## src/verilog/tia_gain_defines.svh

```systemverilog
// Offsets, field positions, reset values and timing counts of the gain register.
`ifndef TIA_GAIN_DEFINES_SVH
`define TIA_GAIN_DEFINES_SVH
`define TIA_GAIN_ADDR       8'h55
`define TIA_GAIN_RESET      12'h000
`define TIA_GAIN_FIELD_MSB  11
`define SLOT_B_CH4_LSB      10
`define SLOT_B_CH3_LSB      8
`define SLOT_B_CH2_LSB      6
`define SLOT_A_CH4_LSB      4
`define SLOT_A_CH3_LSB      2
`define SLOT_A_CH2_LSB      0
`define SLOT_B_LSB          6
`define SLOT_A_LSB          0
`define GAIN_FIELD_W        2
`define GAIN_CH_COUNT       3
`define RESERVED_READ       4'h0
`define GAIN_LATENCY        2
`endif

```

## src/verilog/tia_gain_pkg.sv

```systemverilog
// Types shared by the gain register and its slot selector.
package tia_gain_pkg;
	typedef logic [1:0]  gain_code_type;
	typedef logic [5:0]  slot_gains_type;
	typedef logic [11:0] gain_cfg_type;

	typedef struct packed {
		gain_cfg_type cfg_r;
		logic [15:0]  rdata_r;
		logic         rvalid_r;
	} reg_state_type;

	typedef struct packed {
		slot_gains_type gain_r;
	} mux_state_type;
endpackage

```

## src/verilog/gain_slot_mux.sv

```systemverilog
// Per-slot selector of the effective amplifier gain codes for channels 2 to 4.
`include "tia_gain_defines.svh"

module gain_slot_mux (
	input  wire logic                        clk,
	input  wire logic                        rst_sync_n,
	input  wire logic                        ce,
	input  wire logic                        individual_enable,
	input  wire tia_gain_pkg::gain_code_type  common_gain,
	input  wire tia_gain_pkg::slot_gains_type fields,
	output tia_gain_pkg::slot_gains_type      gain_eff
);
	tia_gain_pkg::mux_state_type  st_r;
	tia_gain_pkg::mux_state_type  st_nxt;
	tia_gain_pkg::slot_gains_type pick;

	// With individual gain off the per-channel fields are ignored and every
	// channel follows the slot's shared gain code.
	genvar ch;
	generate
		for (ch = 0; ch < `GAIN_CH_COUNT; ch++) begin : g_ch
			assign pick[ch*`GAIN_FIELD_W +: `GAIN_FIELD_W] =
				individual_enable ?
				fields[ch*`GAIN_FIELD_W +: `GAIN_FIELD_W] :
				common_gain;
		end
	endgenerate

	always_comb begin
		st_nxt = st_r;
		if (ce) begin
			st_nxt.gain_r = pick;
		end
	end

	always_ff @(posedge clk or negedge rst_sync_n) begin
		if (!rst_sync_n) begin
			st_r <= '0;
		end else begin
			st_r <= st_nxt;
		end
	end

	assign gain_eff = st_r.gain_r;

	// The sampled reset joins each antecedent: at the releasing edge the
	// flops are still held although disable iff already reads it high.
	ind_fields_a: assert property (@(posedge clk)
		disable iff (!rst_sync_n)
		(rst_sync_n && ce && individual_enable) |=>
		gain_eff == $past(fields))
		else $error("individual gain fields not applied");

	shared_gain_a: assert property (@(posedge clk)
		disable iff (!rst_sync_n)
		(rst_sync_n && ce && !individual_enable) |=>
		gain_eff == {3{$past(common_gain)}})
		else $error("fields not ignored while individual gain is off");

	frozen_hold_a: assert property (@(posedge clk)
		disable iff (!rst_sync_n)
		(rst_sync_n && !ce) |=> $stable(gain_eff))
		else $error("gain changed while clock enable was low");

	ind_toggle_c: cover property (@(posedge clk) disable iff (!rst_sync_n)
		ce && individual_enable ##1 ce && !individual_enable);
endmodule

```

## src/verilog/tia_gain_select_register.sv

```systemverilog
// Channel 2 to 4 amplifier gain register for time slots A and B.
`include "tia_gain_defines.svh"

// Overview of operation
// - Bits 11:10: slot B ch4 gain, 200/100/50/25 kohm, if B individual on.
// - Bits 9:8: slot B ch3 gain, same four-code scale, if B individual on.
// - Bits 7:6: slot B ch2 gain, 200 kohm at code 0 halving per step.
// - Bits 5:4: slot A ch4 gain, applied only while A individual is on.
// - Bits 3:2: slot A ch3 gain, applied only while A individual is on.
// - Bits 1:0: slot A ch2 gain, applied only while A individual is on.
// - Slot A enable set: ch2 to ch4 take these fields; clear: ignored.
module tia_gain_select_register (
	input  wire logic                        clk,
	input  wire logic                        rstn,
	input  wire logic                        ce,
	input  wire logic [7:0]                  reg_addr,
	input  wire logic                        reg_wr,
	input  wire logic                        reg_rd,
	input  wire logic [15:0]                 reg_wdata,
	output logic [15:0]                      reg_rdata,
	output logic                             reg_rvalid,
	input  wire logic                        slot_a_individual_gain_enable,
	input  wire logic                        slot_b_individual_gain_enable,
	input  wire tia_gain_pkg::gain_code_type  slot_a_common_gain,
	input  wire tia_gain_pkg::gain_code_type  slot_b_common_gain,
	output tia_gain_pkg::slot_gains_type      slot_a_gain,
	output tia_gain_pkg::slot_gains_type      slot_b_gain
);
	tia_gain_pkg::reg_state_type  st_r;
	tia_gain_pkg::reg_state_type  st_nxt;
	tia_gain_pkg::gain_code_type  slot_b_ch4_gain;
	tia_gain_pkg::gain_code_type  slot_b_ch3_gain;
	tia_gain_pkg::gain_code_type  slot_b_ch2_gain;
	tia_gain_pkg::gain_code_type  slot_a_ch4_gain;
	tia_gain_pkg::gain_code_type  slot_a_ch3_gain;
	tia_gain_pkg::gain_code_type  slot_a_ch2_gain;
	tia_gain_pkg::slot_gains_type slot_a_fields;
	tia_gain_pkg::slot_gains_type slot_b_fields;
	logic [1:0]                   rst_pipe_r;
	logic                         rst_sync_n;
	logic                         hit;

	// The reset synchroniser ignores ce so that a frozen block still
	// leaves reset cleanly once the enable returns.
	always_ff @(posedge clk or negedge rstn) begin
		if (!rstn) begin
			rst_pipe_r <= 2'h0;
		end else begin
			rst_pipe_r <= {rst_pipe_r[0], 1'b1};
		end
	end
	assign rst_sync_n = rst_pipe_r[1];

	assign hit = (reg_addr == `TIA_GAIN_ADDR);

	// Named views of the stored fields; each slot hands its three codes to
	// its selector with channel 2 in the low bits.
	assign slot_b_ch4_gain =
		st_r.cfg_r[`SLOT_B_CH4_LSB +: `GAIN_FIELD_W];
	assign slot_b_ch3_gain =
		st_r.cfg_r[`SLOT_B_CH3_LSB +: `GAIN_FIELD_W];
	assign slot_b_ch2_gain =
		st_r.cfg_r[`SLOT_B_CH2_LSB +: `GAIN_FIELD_W];
	assign slot_a_ch4_gain =
		st_r.cfg_r[`SLOT_A_CH4_LSB +: `GAIN_FIELD_W];
	assign slot_a_ch3_gain =
		st_r.cfg_r[`SLOT_A_CH3_LSB +: `GAIN_FIELD_W];
	assign slot_a_ch2_gain =
		st_r.cfg_r[`SLOT_A_CH2_LSB +: `GAIN_FIELD_W];
	assign slot_a_fields =
		{slot_a_ch4_gain, slot_a_ch3_gain, slot_a_ch2_gain};
	assign slot_b_fields =
		{slot_b_ch4_gain, slot_b_ch3_gain, slot_b_ch2_gain};

	always_comb begin
		st_nxt = st_r;
		if (ce) begin
			st_nxt.rvalid_r = reg_rd && hit;
			if (reg_rd && hit) begin
				// A read in the same cycle as a write returns the old value.
				st_nxt.rdata_r = {`RESERVED_READ, st_r.cfg_r};
			end
			if (reg_wr && hit) begin
				// Reserved bits are not stored, so a stray one cannot stick.
				st_nxt.cfg_r = reg_wdata[`TIA_GAIN_FIELD_MSB:0];
			end
		end
	end

	always_ff @(posedge clk or negedge rst_sync_n) begin
		if (!rst_sync_n) begin
			st_r.cfg_r    <= `TIA_GAIN_RESET;
			st_r.rdata_r  <= 16'h0000;
			st_r.rvalid_r <= 1'b0;
		end else begin
			st_r <= st_nxt;
		end
	end

	assign reg_rdata  = st_r.rdata_r;
	assign reg_rvalid = st_r.rvalid_r;

	gain_slot_mux u_slot_a (
		.clk               (clk),
		.rst_sync_n        (rst_sync_n),
		.ce                (ce),
		.individual_enable (slot_a_individual_gain_enable),
		.common_gain       (slot_a_common_gain),
		.fields            (slot_a_fields),
		.gain_eff          (slot_a_gain)
	);

	gain_slot_mux u_slot_b (
		.clk               (clk),
		.rst_sync_n        (rst_sync_n),
		.ce                (ce),
		.individual_enable (slot_b_individual_gain_enable),
		.common_gain       (slot_b_common_gain),
		.fields            (slot_b_fields),
		.gain_eff          (slot_b_gain)
	);

	// Antecedents also ask for the sampled reset to be high: at the edge
	// that releases it the logic is still held, while disable iff already
	// sees the new value.
	b_ch4_store_a: assert property (@(posedge clk)
		disable iff (!rst_sync_n)
		(rst_sync_n && ce && reg_wr && hit) |=>
		st_r.cfg_r[11:10] == $past(reg_wdata[11:10]))
		else $error("slot B channel 4 field not stored");

	b_ch4_path_a: assert property (@(posedge clk)
		disable iff (!rst_sync_n)
		(rst_sync_n && ce && reg_wr && hit &&
		slot_b_individual_gain_enable) ##1
		(ce && slot_b_individual_gain_enable) |=>
		slot_b_gain[5:4] == $past(reg_wdata[11:10], 2))
		else $error("slot B channel 4 gain not applied");

	b_ch3_path_a: assert property (@(posedge clk)
		disable iff (!rst_sync_n)
		(rst_sync_n && ce && reg_wr && hit &&
		slot_b_individual_gain_enable) ##1
		(ce && slot_b_individual_gain_enable) |=>
		slot_b_gain[3:2] == $past(reg_wdata[9:8], 2))
		else $error("slot B channel 3 gain not applied");

	b_ch2_path_a: assert property (@(posedge clk)
		disable iff (!rst_sync_n)
		(rst_sync_n && ce && reg_wr && hit &&
		slot_b_individual_gain_enable) ##1
		(ce && slot_b_individual_gain_enable) |=>
		slot_b_gain[1:0] == $past(reg_wdata[7:6], 2))
		else $error("slot B channel 2 gain not applied");

	a_ch4_path_a: assert property (@(posedge clk)
		disable iff (!rst_sync_n)
		(rst_sync_n && ce && reg_wr && hit &&
		slot_a_individual_gain_enable) ##1
		(ce && slot_a_individual_gain_enable) |=>
		slot_a_gain[5:4] == $past(reg_wdata[5:4], 2))
		else $error("slot A channel 4 gain not applied");

	a_ch3_path_a: assert property (@(posedge clk)
		disable iff (!rst_sync_n)
		(rst_sync_n && ce && reg_wr && hit &&
		slot_a_individual_gain_enable) ##1
		(ce && slot_a_individual_gain_enable) |=>
		slot_a_gain[3:2] == $past(reg_wdata[3:2], 2))
		else $error("slot A channel 3 gain not applied");

	a_fields_path_a: assert property (@(posedge clk)
		disable iff (!rst_sync_n)
		(rst_sync_n && ce && reg_wr && hit &&
		slot_a_individual_gain_enable) ##1
		(ce && slot_a_individual_gain_enable) |=>
		slot_a_gain == $past(reg_wdata[5:0], 2))
		else $error("slot A gains not applied");

	a_ignored_a: assert property (@(posedge clk)
		disable iff (!rst_sync_n)
		(rst_sync_n && ce && !slot_a_individual_gain_enable) |=>
		slot_a_gain == {3{$past(slot_a_common_gain)}})
		else $error("slot A fields used while individual gain is off");

	readback_word_a: assert property (@(posedge clk)
		disable iff (!rst_sync_n)
		(rst_sync_n && ce && reg_rd && hit) |=>
		reg_rvalid && reg_rdata == {4'h0, $past(st_r.cfg_r)})
		else $error("read back value wrong");

	rvalid_pulse_a: assert property (@(posedge clk)
		disable iff (!rst_sync_n)
		(rst_sync_n && ce && !(reg_rd && hit)) |=> !reg_rvalid)
		else $error("read valid without a read of this register");

	read_no_side_a: assert property (@(posedge clk)
		disable iff (!rst_sync_n)
		(rst_sync_n && ce && reg_rd && !reg_wr) |=> $stable(st_r.cfg_r))
		else $error("a read changed the register");

	// A frozen block must keep even a pending read answer on its pins.
	freeze_cfg_a: assert property (@(posedge clk)
		disable iff (!rst_sync_n)
		(rst_sync_n && !ce) |=> $stable(st_r.cfg_r) &&
		$stable(reg_rdata) && $stable(reg_rvalid))
		else $error("register state changed while clock enable was low");

	reset_zero_a: assert property (@(posedge clk)
		$rose(rst_sync_n) |-> st_r.cfg_r == 12'h000 && !reg_rvalid &&
		reg_rdata == 16'h0000 && slot_a_gain == 6'h00 &&
		slot_b_gain == 6'h00)
		else $error("register not zero after reset");

	miss_quiet_a: assert property (@(posedge clk)
		disable iff (!rst_sync_n)
		(rst_sync_n && ce && reg_wr && !hit) |=> $stable(st_r.cfg_r))
		else $error("write to another address changed the register");

	write_c: cover property (@(posedge clk) disable iff (!rst_sync_n)
		ce && reg_wr && hit && reg_wdata[11:0] != 12'h000);
	read_c: cover property (@(posedge clk) disable iff (!rst_sync_n)
		ce && reg_rd && hit ##1 reg_rvalid && reg_rdata != 16'h0000);
	freeze_c: cover property (@(posedge clk) disable iff (!rst_sync_n)
		!ce && reg_wr && hit);
	wr_then_rd_c: cover property (@(posedge clk) disable iff (!rst_sync_n)
		ce && reg_wr && hit ##2 ce && reg_rd && hit);
endmodule

```

## config.mk

```make
export PLATFORM = sky130hd
export DESIGN_NAME = tia_gain_select_register
export DESIGN_NICKNAME = d
export VERILOG_FILES = /design/src/verilog/tia_gain_pkg.sv /design/src/verilog/gain_slot_mux.sv /design/src/verilog/tia_gain_select_register.sv
export VERILOG_INCLUDE_DIRS = /design/src /design/src/verilog
export SDC_FILE = /design/constraint.sdc
export NUM_CORES = 1
export LEC_CHECK = 0
export BUFFER_PORTS_ARGS = -buffer_cell sky130_fd_sc_hd__buf_2
export CORE_UTILIZATION = 52
export DETAILED_ROUTE_END_ITERATION = 7
export GPL_ROUTABILITY_DRIVEN = 0
export GPL_TIMING_DRIVEN = 0
export HOLD_SLACK_MARGIN = 0.12
export PLACE_DENSITY = 0.9
export SLEW_MARGIN = 40
export SYNTH_ARGS = -nofsm -noshare
export SYNTH_HDL_FRONTEND = slang
export SYNTH_HIERARCHICAL = 1
export SYNTH_SLANG_ARGS = --single-unit
export TNS_END_PERCENT = 5
```

## constraint.sdc

```tcl
create_clock -name clk -period 2.35 [get_ports clk]
set_input_delay 0.1175 -clock clk [delete_from_list [all_inputs] [get_ports clk]]
set_output_delay 0.1175 -clock clk [all_outputs]
set_load 0.03 [all_outputs]
```

# ---- Yosys cells after proc, flatten, opt, wreduce, memory -nomap -nowiden
# Index checks and enable logic that the tools add are counted.
dict set report classes {
  n_eq_ne 1
  n_mux 6
  reduce_logical 4
}
# operator n
set ops {}
lappend ops {{two-way mux 2 bit} 6}
lappend ops {{== test 8 x 7 -> 1 bit, second input constant} 1}
lappend ops {{AND reduction 2 bit} 2}
lappend ops {{logical AND 1 bit} 2}
dict set report word_totals {
  register_bits 39
  elab_cells 17
}

# ---- Depth between registers and ports, before layout
# Gate-level depths: netlist of run 1.
dict set report logic_depth {
  word_depth 3
  depth_mapped 4
  depth_no_buf 3
}

# ---- Modules after synthesis
# The synthesis of run 1 kept the hierarchy.
# mod area_per_inst_um2 n_inst seq_area_each_um2 cells_each
set modules_own_cells {}
lappend modules_own_cells {tia_gain_select_register 1146.1 1 675.6 66}
lappend modules_own_cells {gain_slot_mux 279.0 2 150.1 26}

# ---- Worst setup path after synthesis of run 1
# OpenSTA, ideal clock, no wires.
dict set report synth_timing {
  path_kind {input to register}
  from {input reg_addr[5]}
  to {register st_r, in the netlist reg_rdata[10]}
  t_required_ns 2.225
  cell_stages 4
  t_arrival_ns 1.041
  slack_ns 1.184
  setup_ns 0.125
  cell_sequence {and4bb_2 > nand4_2 > buf_6 > mux2_4}
}
dict set report synth_via {
  elab_chain_cells 3
}
# element line_no
set synth_lines {}
lappend synth_lines {{start: declaration} tia_gain_select_register.sv:16} ;# input wire logic [7:0] reg_addr,
lappend synth_lines {{== test 8 x 7 -> 1 bit (no source line)} --}
lappend synth_lines {{logical AND 1 bit} tia_gain_select_register.sv:79} ;# if (reg_rd && hit) begin
lappend synth_lines {{AND reduction 2 bit (no source line)} --}
lappend synth_lines {{end signal: assignment} tia_gain_select_register.sv:96} ;# st_r <= st_nxt;
lappend synth_lines {{end: declaration} tia_gain_select_register.sv:29} ;# tia_gain_pkg::reg_state_type st_r;
# No other way between the ends.
# A chain may end at the register's enable or synchronous reset.

# ---- Final worst setup path of run 1
dict set report layout_timing {
  from {input reg_rd}
  to {register st_r, in the netlist reg_rdata[7]}
}
dict set report layout_via {
  elab_chain_cells 2
}
# element line_no
set layout_lines {}
lappend layout_lines {{start: declaration} tia_gain_select_register.sv:18} ;# input wire logic reg_rd,
lappend layout_lines {{logical AND 1 bit} tia_gain_select_register.sv:79}
lappend layout_lines {{AND reduction 2 bit (no source line)} --}
# No other way between the ends.

==> flow_metrics.tcl, run 1 <==
set metrics [dict create \
    cts_tree "done" \
    tns_ns 0 \
    clock-sinks 39 \
    initial_core_util_pct 55.4 \
    rsz0062_at_grt "false" \
    grt-ovfl-total 0 \
    final_min_period_over_clock_period_pct 50.6 \
    crit_start "reg_rd" \
    internal-power_uw 957 \
    r2r_cells 2 \
    endpoint_kind "flop" \
    wl_per_cell_um 14.7 \
    crit_path_start_kind "input port" \
    ys_types 15 \
    setup_viol 0 \
    fin_cells 243 \
    root_buffer "clkbuf_4" \
    path_clk_slew_ns 0.10 \
    fin_ws_ns 1.16 \
    final_layout_size_suffix_gt1_share_pct 49.7 \
    n_antenna_cell 0 \
    insertion_delay_ns 0.32 \
    critPathArrivalTime_ns 1.40 \
    vias 1212 \
    max_freq_mhz 842 \
    grt_pass1_wl_um 5910 \
    stdcell_area_um2 2280 \
    status "finished, final reports clean" \
    drc 0 \
    htree_levels 2 \
    num_io_pins 64 \
    seqPwrFrac_pct 56.8 \
    placed_area_um2 2040 \
    hold_viol 0 \
    synthesis.area_um2 1700 \
    synthCells 118 \
    worstSetupEndpoint "reg_rdata[7]" \
    drt_iter0_drc 18 \
    grt_start_max_net_pins 38 \
    drtAntennaViolNets 0 \
    crit_required_ns 2.56 \
    power.density_nw_per_um2 561 \
    ys_warn_count 6 \
    place_hpwl_um 2570 \
    post_drt_via_cell_ratio 4.99 \
    switching_share_pct 25.1 \
    hp-class "input port to flop" \
    crit_fanout 10 \
    p_clk_share_pct 29.0 \
    p_leak_uw 0.00129 \
    regToRegStartpoint "slot_a_ch4_gain[0]" \
    final_common_cell "buf_2" \
    die-area_um2 3510 \
    synth_seq_cells 39 \
    clock_skew_ns 0.00718 \
    pre_cts_slack_ns 0.967 \
    postSynthAreaPerCell_um2 14.4 \
    maxSlewViolCount 0 \
    hold_buffers 17 \
    cts_buffers 5 \
    clk_path_buf_depth 2 \
    critical_path_class "input port to flop" \
    areaGrowthSynthToFinish_pct 33.7 \
    cts_setup_buffers 0 \
    antenna_found_initial 0 \
    core-area_um2 3080 \
    final_cell_mix "buf_2, dfrtp_1, mux2_4" \
    drtPass1Iterations 4 \
    post-route-min-period_ns 1.19 \
    comb_power_share_pct 14.2 \
    drt_wl_total_um 3580 \
    ff2ff_setup_slack_ns 1.52 \
    nets 233 \
    grt_pass1_vias 1286 \
    chipWidth_um 59.2 \
    vdd_ir_drop_max_mv 0.325 \
    die_h_um 59.2 \
    track_usage_pct 23.4 \
    rows 20 \
    place_inst 218 \
    r2r_end "u_slot_a/gain_eff[4]" \
    power_switching_uw 321 \
    portBuffers 53 \
    cap_violations 0 \
    cts_resized 0 \
    synth_seq_area_share_pct 57.3 \
]
-- metal layers --
layer | vias up | global-route usage (%) | wire [µm]
met5 | - | 0 | 0
met4 | 0 | 8.16 | 72
met3 | 8 | 5.24 | 161
met2 | 44 | 43.8 | 2020
met1 | 601 | 25.8 | 1330
li1 | 559 | - | -
-- cell usage after synthesis --
master | number | area share [%]
nand4_1 | 1 | 0.37
a21oi_1 | 12 | 3.5
inv_1 | 1 | 0.22
conb_1 | 2 | 0.44
dfrtp_1 | 39 | 57
nand4_2 | 2 | 1.5
o21ai_0 | 1 | 0.29
mux2_2 | 4 | 2.6
buf_6 | 4 | 2.6
buf_2 | 2 | 0.59
mux2_4 | 20 | 18
nor2_1 | 12 | 2.6
mux2i_1 | 12 | 7.0
buf_4 | 4 | 1.8
and4bb_2 | 2 | 1.5
-- how the worst min path moves through the flow --
stage	from	endpoint	slack, ns	cells after the start
finish	slot_b_common_gain[0]	u_slot_b/gain_eff[2]	0.13	3
global placement	rstn	rst_pipe_r[0]	-0.1	1
detailed placement	rstn	rst_pipe_r[0]	-0.09	1
CTS	slot_b_common_gain[0]	u_slot_b/gain_eff[2]	0.12	3
floorplan	rstn	rst_pipe_r[0]	-0.18	0
global route	slot_b_common_gain[1]	u_slot_b/gain_eff[3]	0.13	3
-- metrics by stage --
step	total power, µW	util, %	hold WS, ns
after floorplan	834	-	-0.178
after global placement	889	66.1	-0.0976
after detailed placement	898	66.2	-0.0946
after CTS	1290	73.9	0.121
after global routing	1330	74.0	0.133
final	1280	74.0	0.132
-- critical path, stage by stage --
cell and delay, ns:
dlygate4sd3_1 0.52, buf_2 0.13, nand4_2 0.10, buf_6 0.20, mux2_4 0.32
-- area by class of cell --
type / count / area [µm²]
multi-input cells: 71 / 651
clock buffers: 8 / 68.8
well taps: 44 / 55.1
fillers: 210 / 800
flip-flops and latches: 39 / 980
repair buffers: 70 / 435
inverters: 1 / 3.75
plain buffers: 10 / 85.1
-- logic make-up after synthesis --
kind of cell / count (synthesis) / synth area share, %
other: 2 / 0.441
AO/OA/AOI/OAI: 13 / 3.82
flip-flops: 39 / 57.3
multiplexers: 36 / 27.3
AND/OR/NAND/NOR: 17 / 5.95
buffers and inverters: 11 / 5.21
-- registers in the layout (all words and copies together) (netlist names) --
| signal | flops |
|---|---|
| reg_rdata | 12 |
| u_slot_a/gain_eff | 6 |
| u_slot_b/gain_eff | 6 |
| rst_pipe_r | 2 |
| slot_a_ch2_gain | 2 |
| slot_a_ch3_gain | 2 |
| slot_a_ch4_gain | 2 |
| slot_b_ch2_gain | 2 |
| slot_b_ch3_gain | 2 |
| slot_b_ch4_gain | 2 |
| reg_rvalid | 1 |
-- power groups by stage --
stage	Sequential, µW	Combinational (µW)	Clock (µW)
2_1_floorplan	772	62.4	0
3_3_place_gp	736	153	0
3_5_place_dp	739	159	0
4_1_cts	726	181	386
5_1_grt	731	195	409
6_report	725	182	371
(Power assumes the default switching activity.)
==> run 2: changes to the inputs <==
--- a/config.mk
+++ b/config.mk
@@ -7,12 +7,12 @@
 export NUM_CORES = 1
 export LEC_CHECK = 0
 export BUFFER_PORTS_ARGS = -buffer_cell sky130_fd_sc_hd__buf_2
-export CORE_UTILIZATION = 52
+export CORE_UTILIZATION = 48
 export DETAILED_ROUTE_END_ITERATION = 7
 export GPL_ROUTABILITY_DRIVEN = 0
 export GPL_TIMING_DRIVEN = 0
 export HOLD_SLACK_MARGIN = 0.12
-export PLACE_DENSITY = 0.9
+export PLACE_DENSITY = 0.84
 export SLEW_MARGIN = 40
 export SYNTH_ARGS = -nofsm -noshare
 export SYNTH_HDL_FRONTEND = slang
==> constraint.sdc (replaced) <==
create_clock -name clk -period 1.17 [get_ports clk]
set_input_delay 0.0585 -clock clk [delete_from_list [all_inputs] [get_ports clk]]
set_output_delay 0.0585 -clock clk [all_outputs]
set_load 0.03 [all_outputs]
==> run 2 against run 1 <==
Total power is 100% higher; register-to-register slack worse by 1.2 ns; sequential share of layout area decreased by 0.97 points; sequential power grew 100%; final cell count grew 2.9%; highest routed layer unchanged; via count rose by 1.7%; setup slack lost 1.1 ns; core utilization down 4.7 points; non-clock buffer count grew 5.
==> flow_metrics.tcl, run 2 (synthesized netlist as in run 1, its figures left out) <==
set metrics [dict create \
    status "finished, final reports clean" \
    rsz0062_at_grt "false" \
    die_h_um 61.6 \
    critical_path_class "input port to flop" \
    cp.buffers_inverters 3 \
    cts_buffers 5 \
    root_buffer "clkbuf_4" \
    num-fill-cells 259 \
    initial_core_util_pct 50.7 \
    crit_path_start_kind "input port" \
    clk_path_buf_depth 2 \
    cts_tree "done" \
    clock-sinks 39 \
    crit_fanout 10 \
    crit_required_ns 1.39 \
    maxSlewViolCount 0 \
    drt_iter0_drc 31 \
    p_clk_share_pct 29.5 \
    post-route-min-period_ns 1.14 \
    regArea_um2 980 \
    endpoint_kind "flop" \
    grt_pass1_vias 1265 \
    vdd_ir_drop_max_mv 0.725 \
    nets 238 \
    core-area_um2 3360 \
    multiInputGateArea_um2 651 \
    die-area_um2 3790 \
    clock_skew_ns 0.00687 \
    drt_wl_total_um 3690 \
    grt_pass1_wl_um 5730 \
    hp-class "input port to flop" \
    power.density_nw_per_um2 1120 \
    comb_power_share_pct 14.6 \
    cts_resized 0 \
    critPathTopFamily "buffers and inverters" \
    drc 0 \
    critPathArrivalTime_ns 1.36 \
    final_common_cell "buf_2" \
    setup_viol 0 \
    grt_start_max_net_pins 38 \
    num_io_pins 64 \
    antenna_found_initial 0 \
    worst_hold_slack_ns 0.128 \
    cap_violations 0 \
    power_switching_uw 670 \
    max_freq_mhz 876 \
    grt-ovfl-total 0 \
    htree_levels 2 \
    switching_share_pct 25.8 \
    path_clk_slew_ns 0.11 \
    p_leak_uw 0.00131 \
    final_cell_mix "buf_2, dfrtp_1, dlygate4sd3_1" \
    placed_area_um2 2040 \
    largest_reg_flops 12 \
    areaGrowthSynthToFinish_pct 36.8 \
    seqPwrFrac_pct 56.0 \
    n_antenna_cell 0 \
    chipWidth_um 61.6 \
    post_drt_via_cell_ratio 4.93 \
    insertion_delay_ns 0.33 \
    drtPass1Iterations 4 \
    hold_viol 0 \
    vias 1232 \
    rows 21 \
    track_usage_pct 21.8 \
    wl_per_cell_um 14.8 \
    place_hpwl_um 2590 \
    max_stage_delay_ns 0.53 \
    final_layout_size_suffix_gt1_share_pct 48.5 \
    drtAntennaViolNets 0 \
    critPathSlowestCell "dlygate4sd3_1" \
    cts_setup_buffers 0 \
    final_min_period_over_clock_period_pct 97.6 \
    hold_buffers 22 \
    internal-power_uw 1930 \
    stdcell_area_um2 2330 \
    crit_path_cell_trace "dlygate4sd3_1, buf_2, nand4_2, buf_6, mux2_4" \
    portBuffers 53 \
]
## run 2: changes by cell type in the layout (fill, tap and decap cells not counted), sizes merged
cell / before / now
dlygate4sd3: 17 / 22
## run 2: worst paths after layout
| kind | start | end | slack [ns] | cells past startpoint |
|---|---|---|---|---|
| setup / recovery | reg_rd | reg_rdata[1] | 0.03 | 5 |
| hold / removal | reg_wr | slot_b_ch3_gain[0] | 0.13 | 3 |
| setup reg to reg | slot_a_ch3_gain[0] | slot_a_ch3_gain[0] | 0.36 | 1 |
| hold reg to reg | rst_pipe_r[1] | reg_rdata[9] | 0.29 | 0 |
| max in group asynchronous | rstn | rst_pipe_r[1] | 0.47 | 3 |
| min in group asynchronous | rst_pipe_r[1] | reg_rdata[9] | 0.29 | 0 |
## run 2: final cells by class
type / instances / share of cell area, %
flip-flops and latches: 39 / 42.0
well taps: 46 / 2.47
plain buffers: 10 / 3.65
multi-input cells: 71 / 27.9
repair buffers: 75 / 20.8
inverters: 1 / 0.161
clock buffers: 8 / 2.95
## run 2: metal layers
metal  part of all wire (%)  vias up  global-route usage [%]  wire length, µm
met4                    3.8        0                    13.7              142
li1                       -      572                       -                -
met3                    4.6       17                    5.04              171
met2                     52       47                    34.3             1920
met5                      0        -                       0                0
met1                     40      596                    27.2             1460
## run 2: through the flow
stage               setup slack, ns  utilization, %  std cells  setup TNS [ns]  total power, µW
finish                       0.0278            69.3        250               0             2600
global route                 0.0222            69.3        250               0             2720
CTS                          0.0263            69.2        250               0             2620
detailed placement           -0.143            60.6        220           -2.57             1800
global placement             -0.284            60.6        220          -12.45             1780
floorplan                   0.00452               -        121               0             1680
## run 2: power by group through the flow
stage	sequential, µW	clock [µW]	combinational [µW]
floorplan	1550	0	125
global placement	1480	0	307
detailed placement	1480	0	318
CTS	1460	783	377
global route	1470	846	408
finish	1460	767	379
## run 2: worst min-delay path, delay by kind of cell
family                 cells  cell delay [ns]
AND/OR/NAND/NOR            1             0.11
multiplexers               1             0.16
buffers and inverters      1             0.10
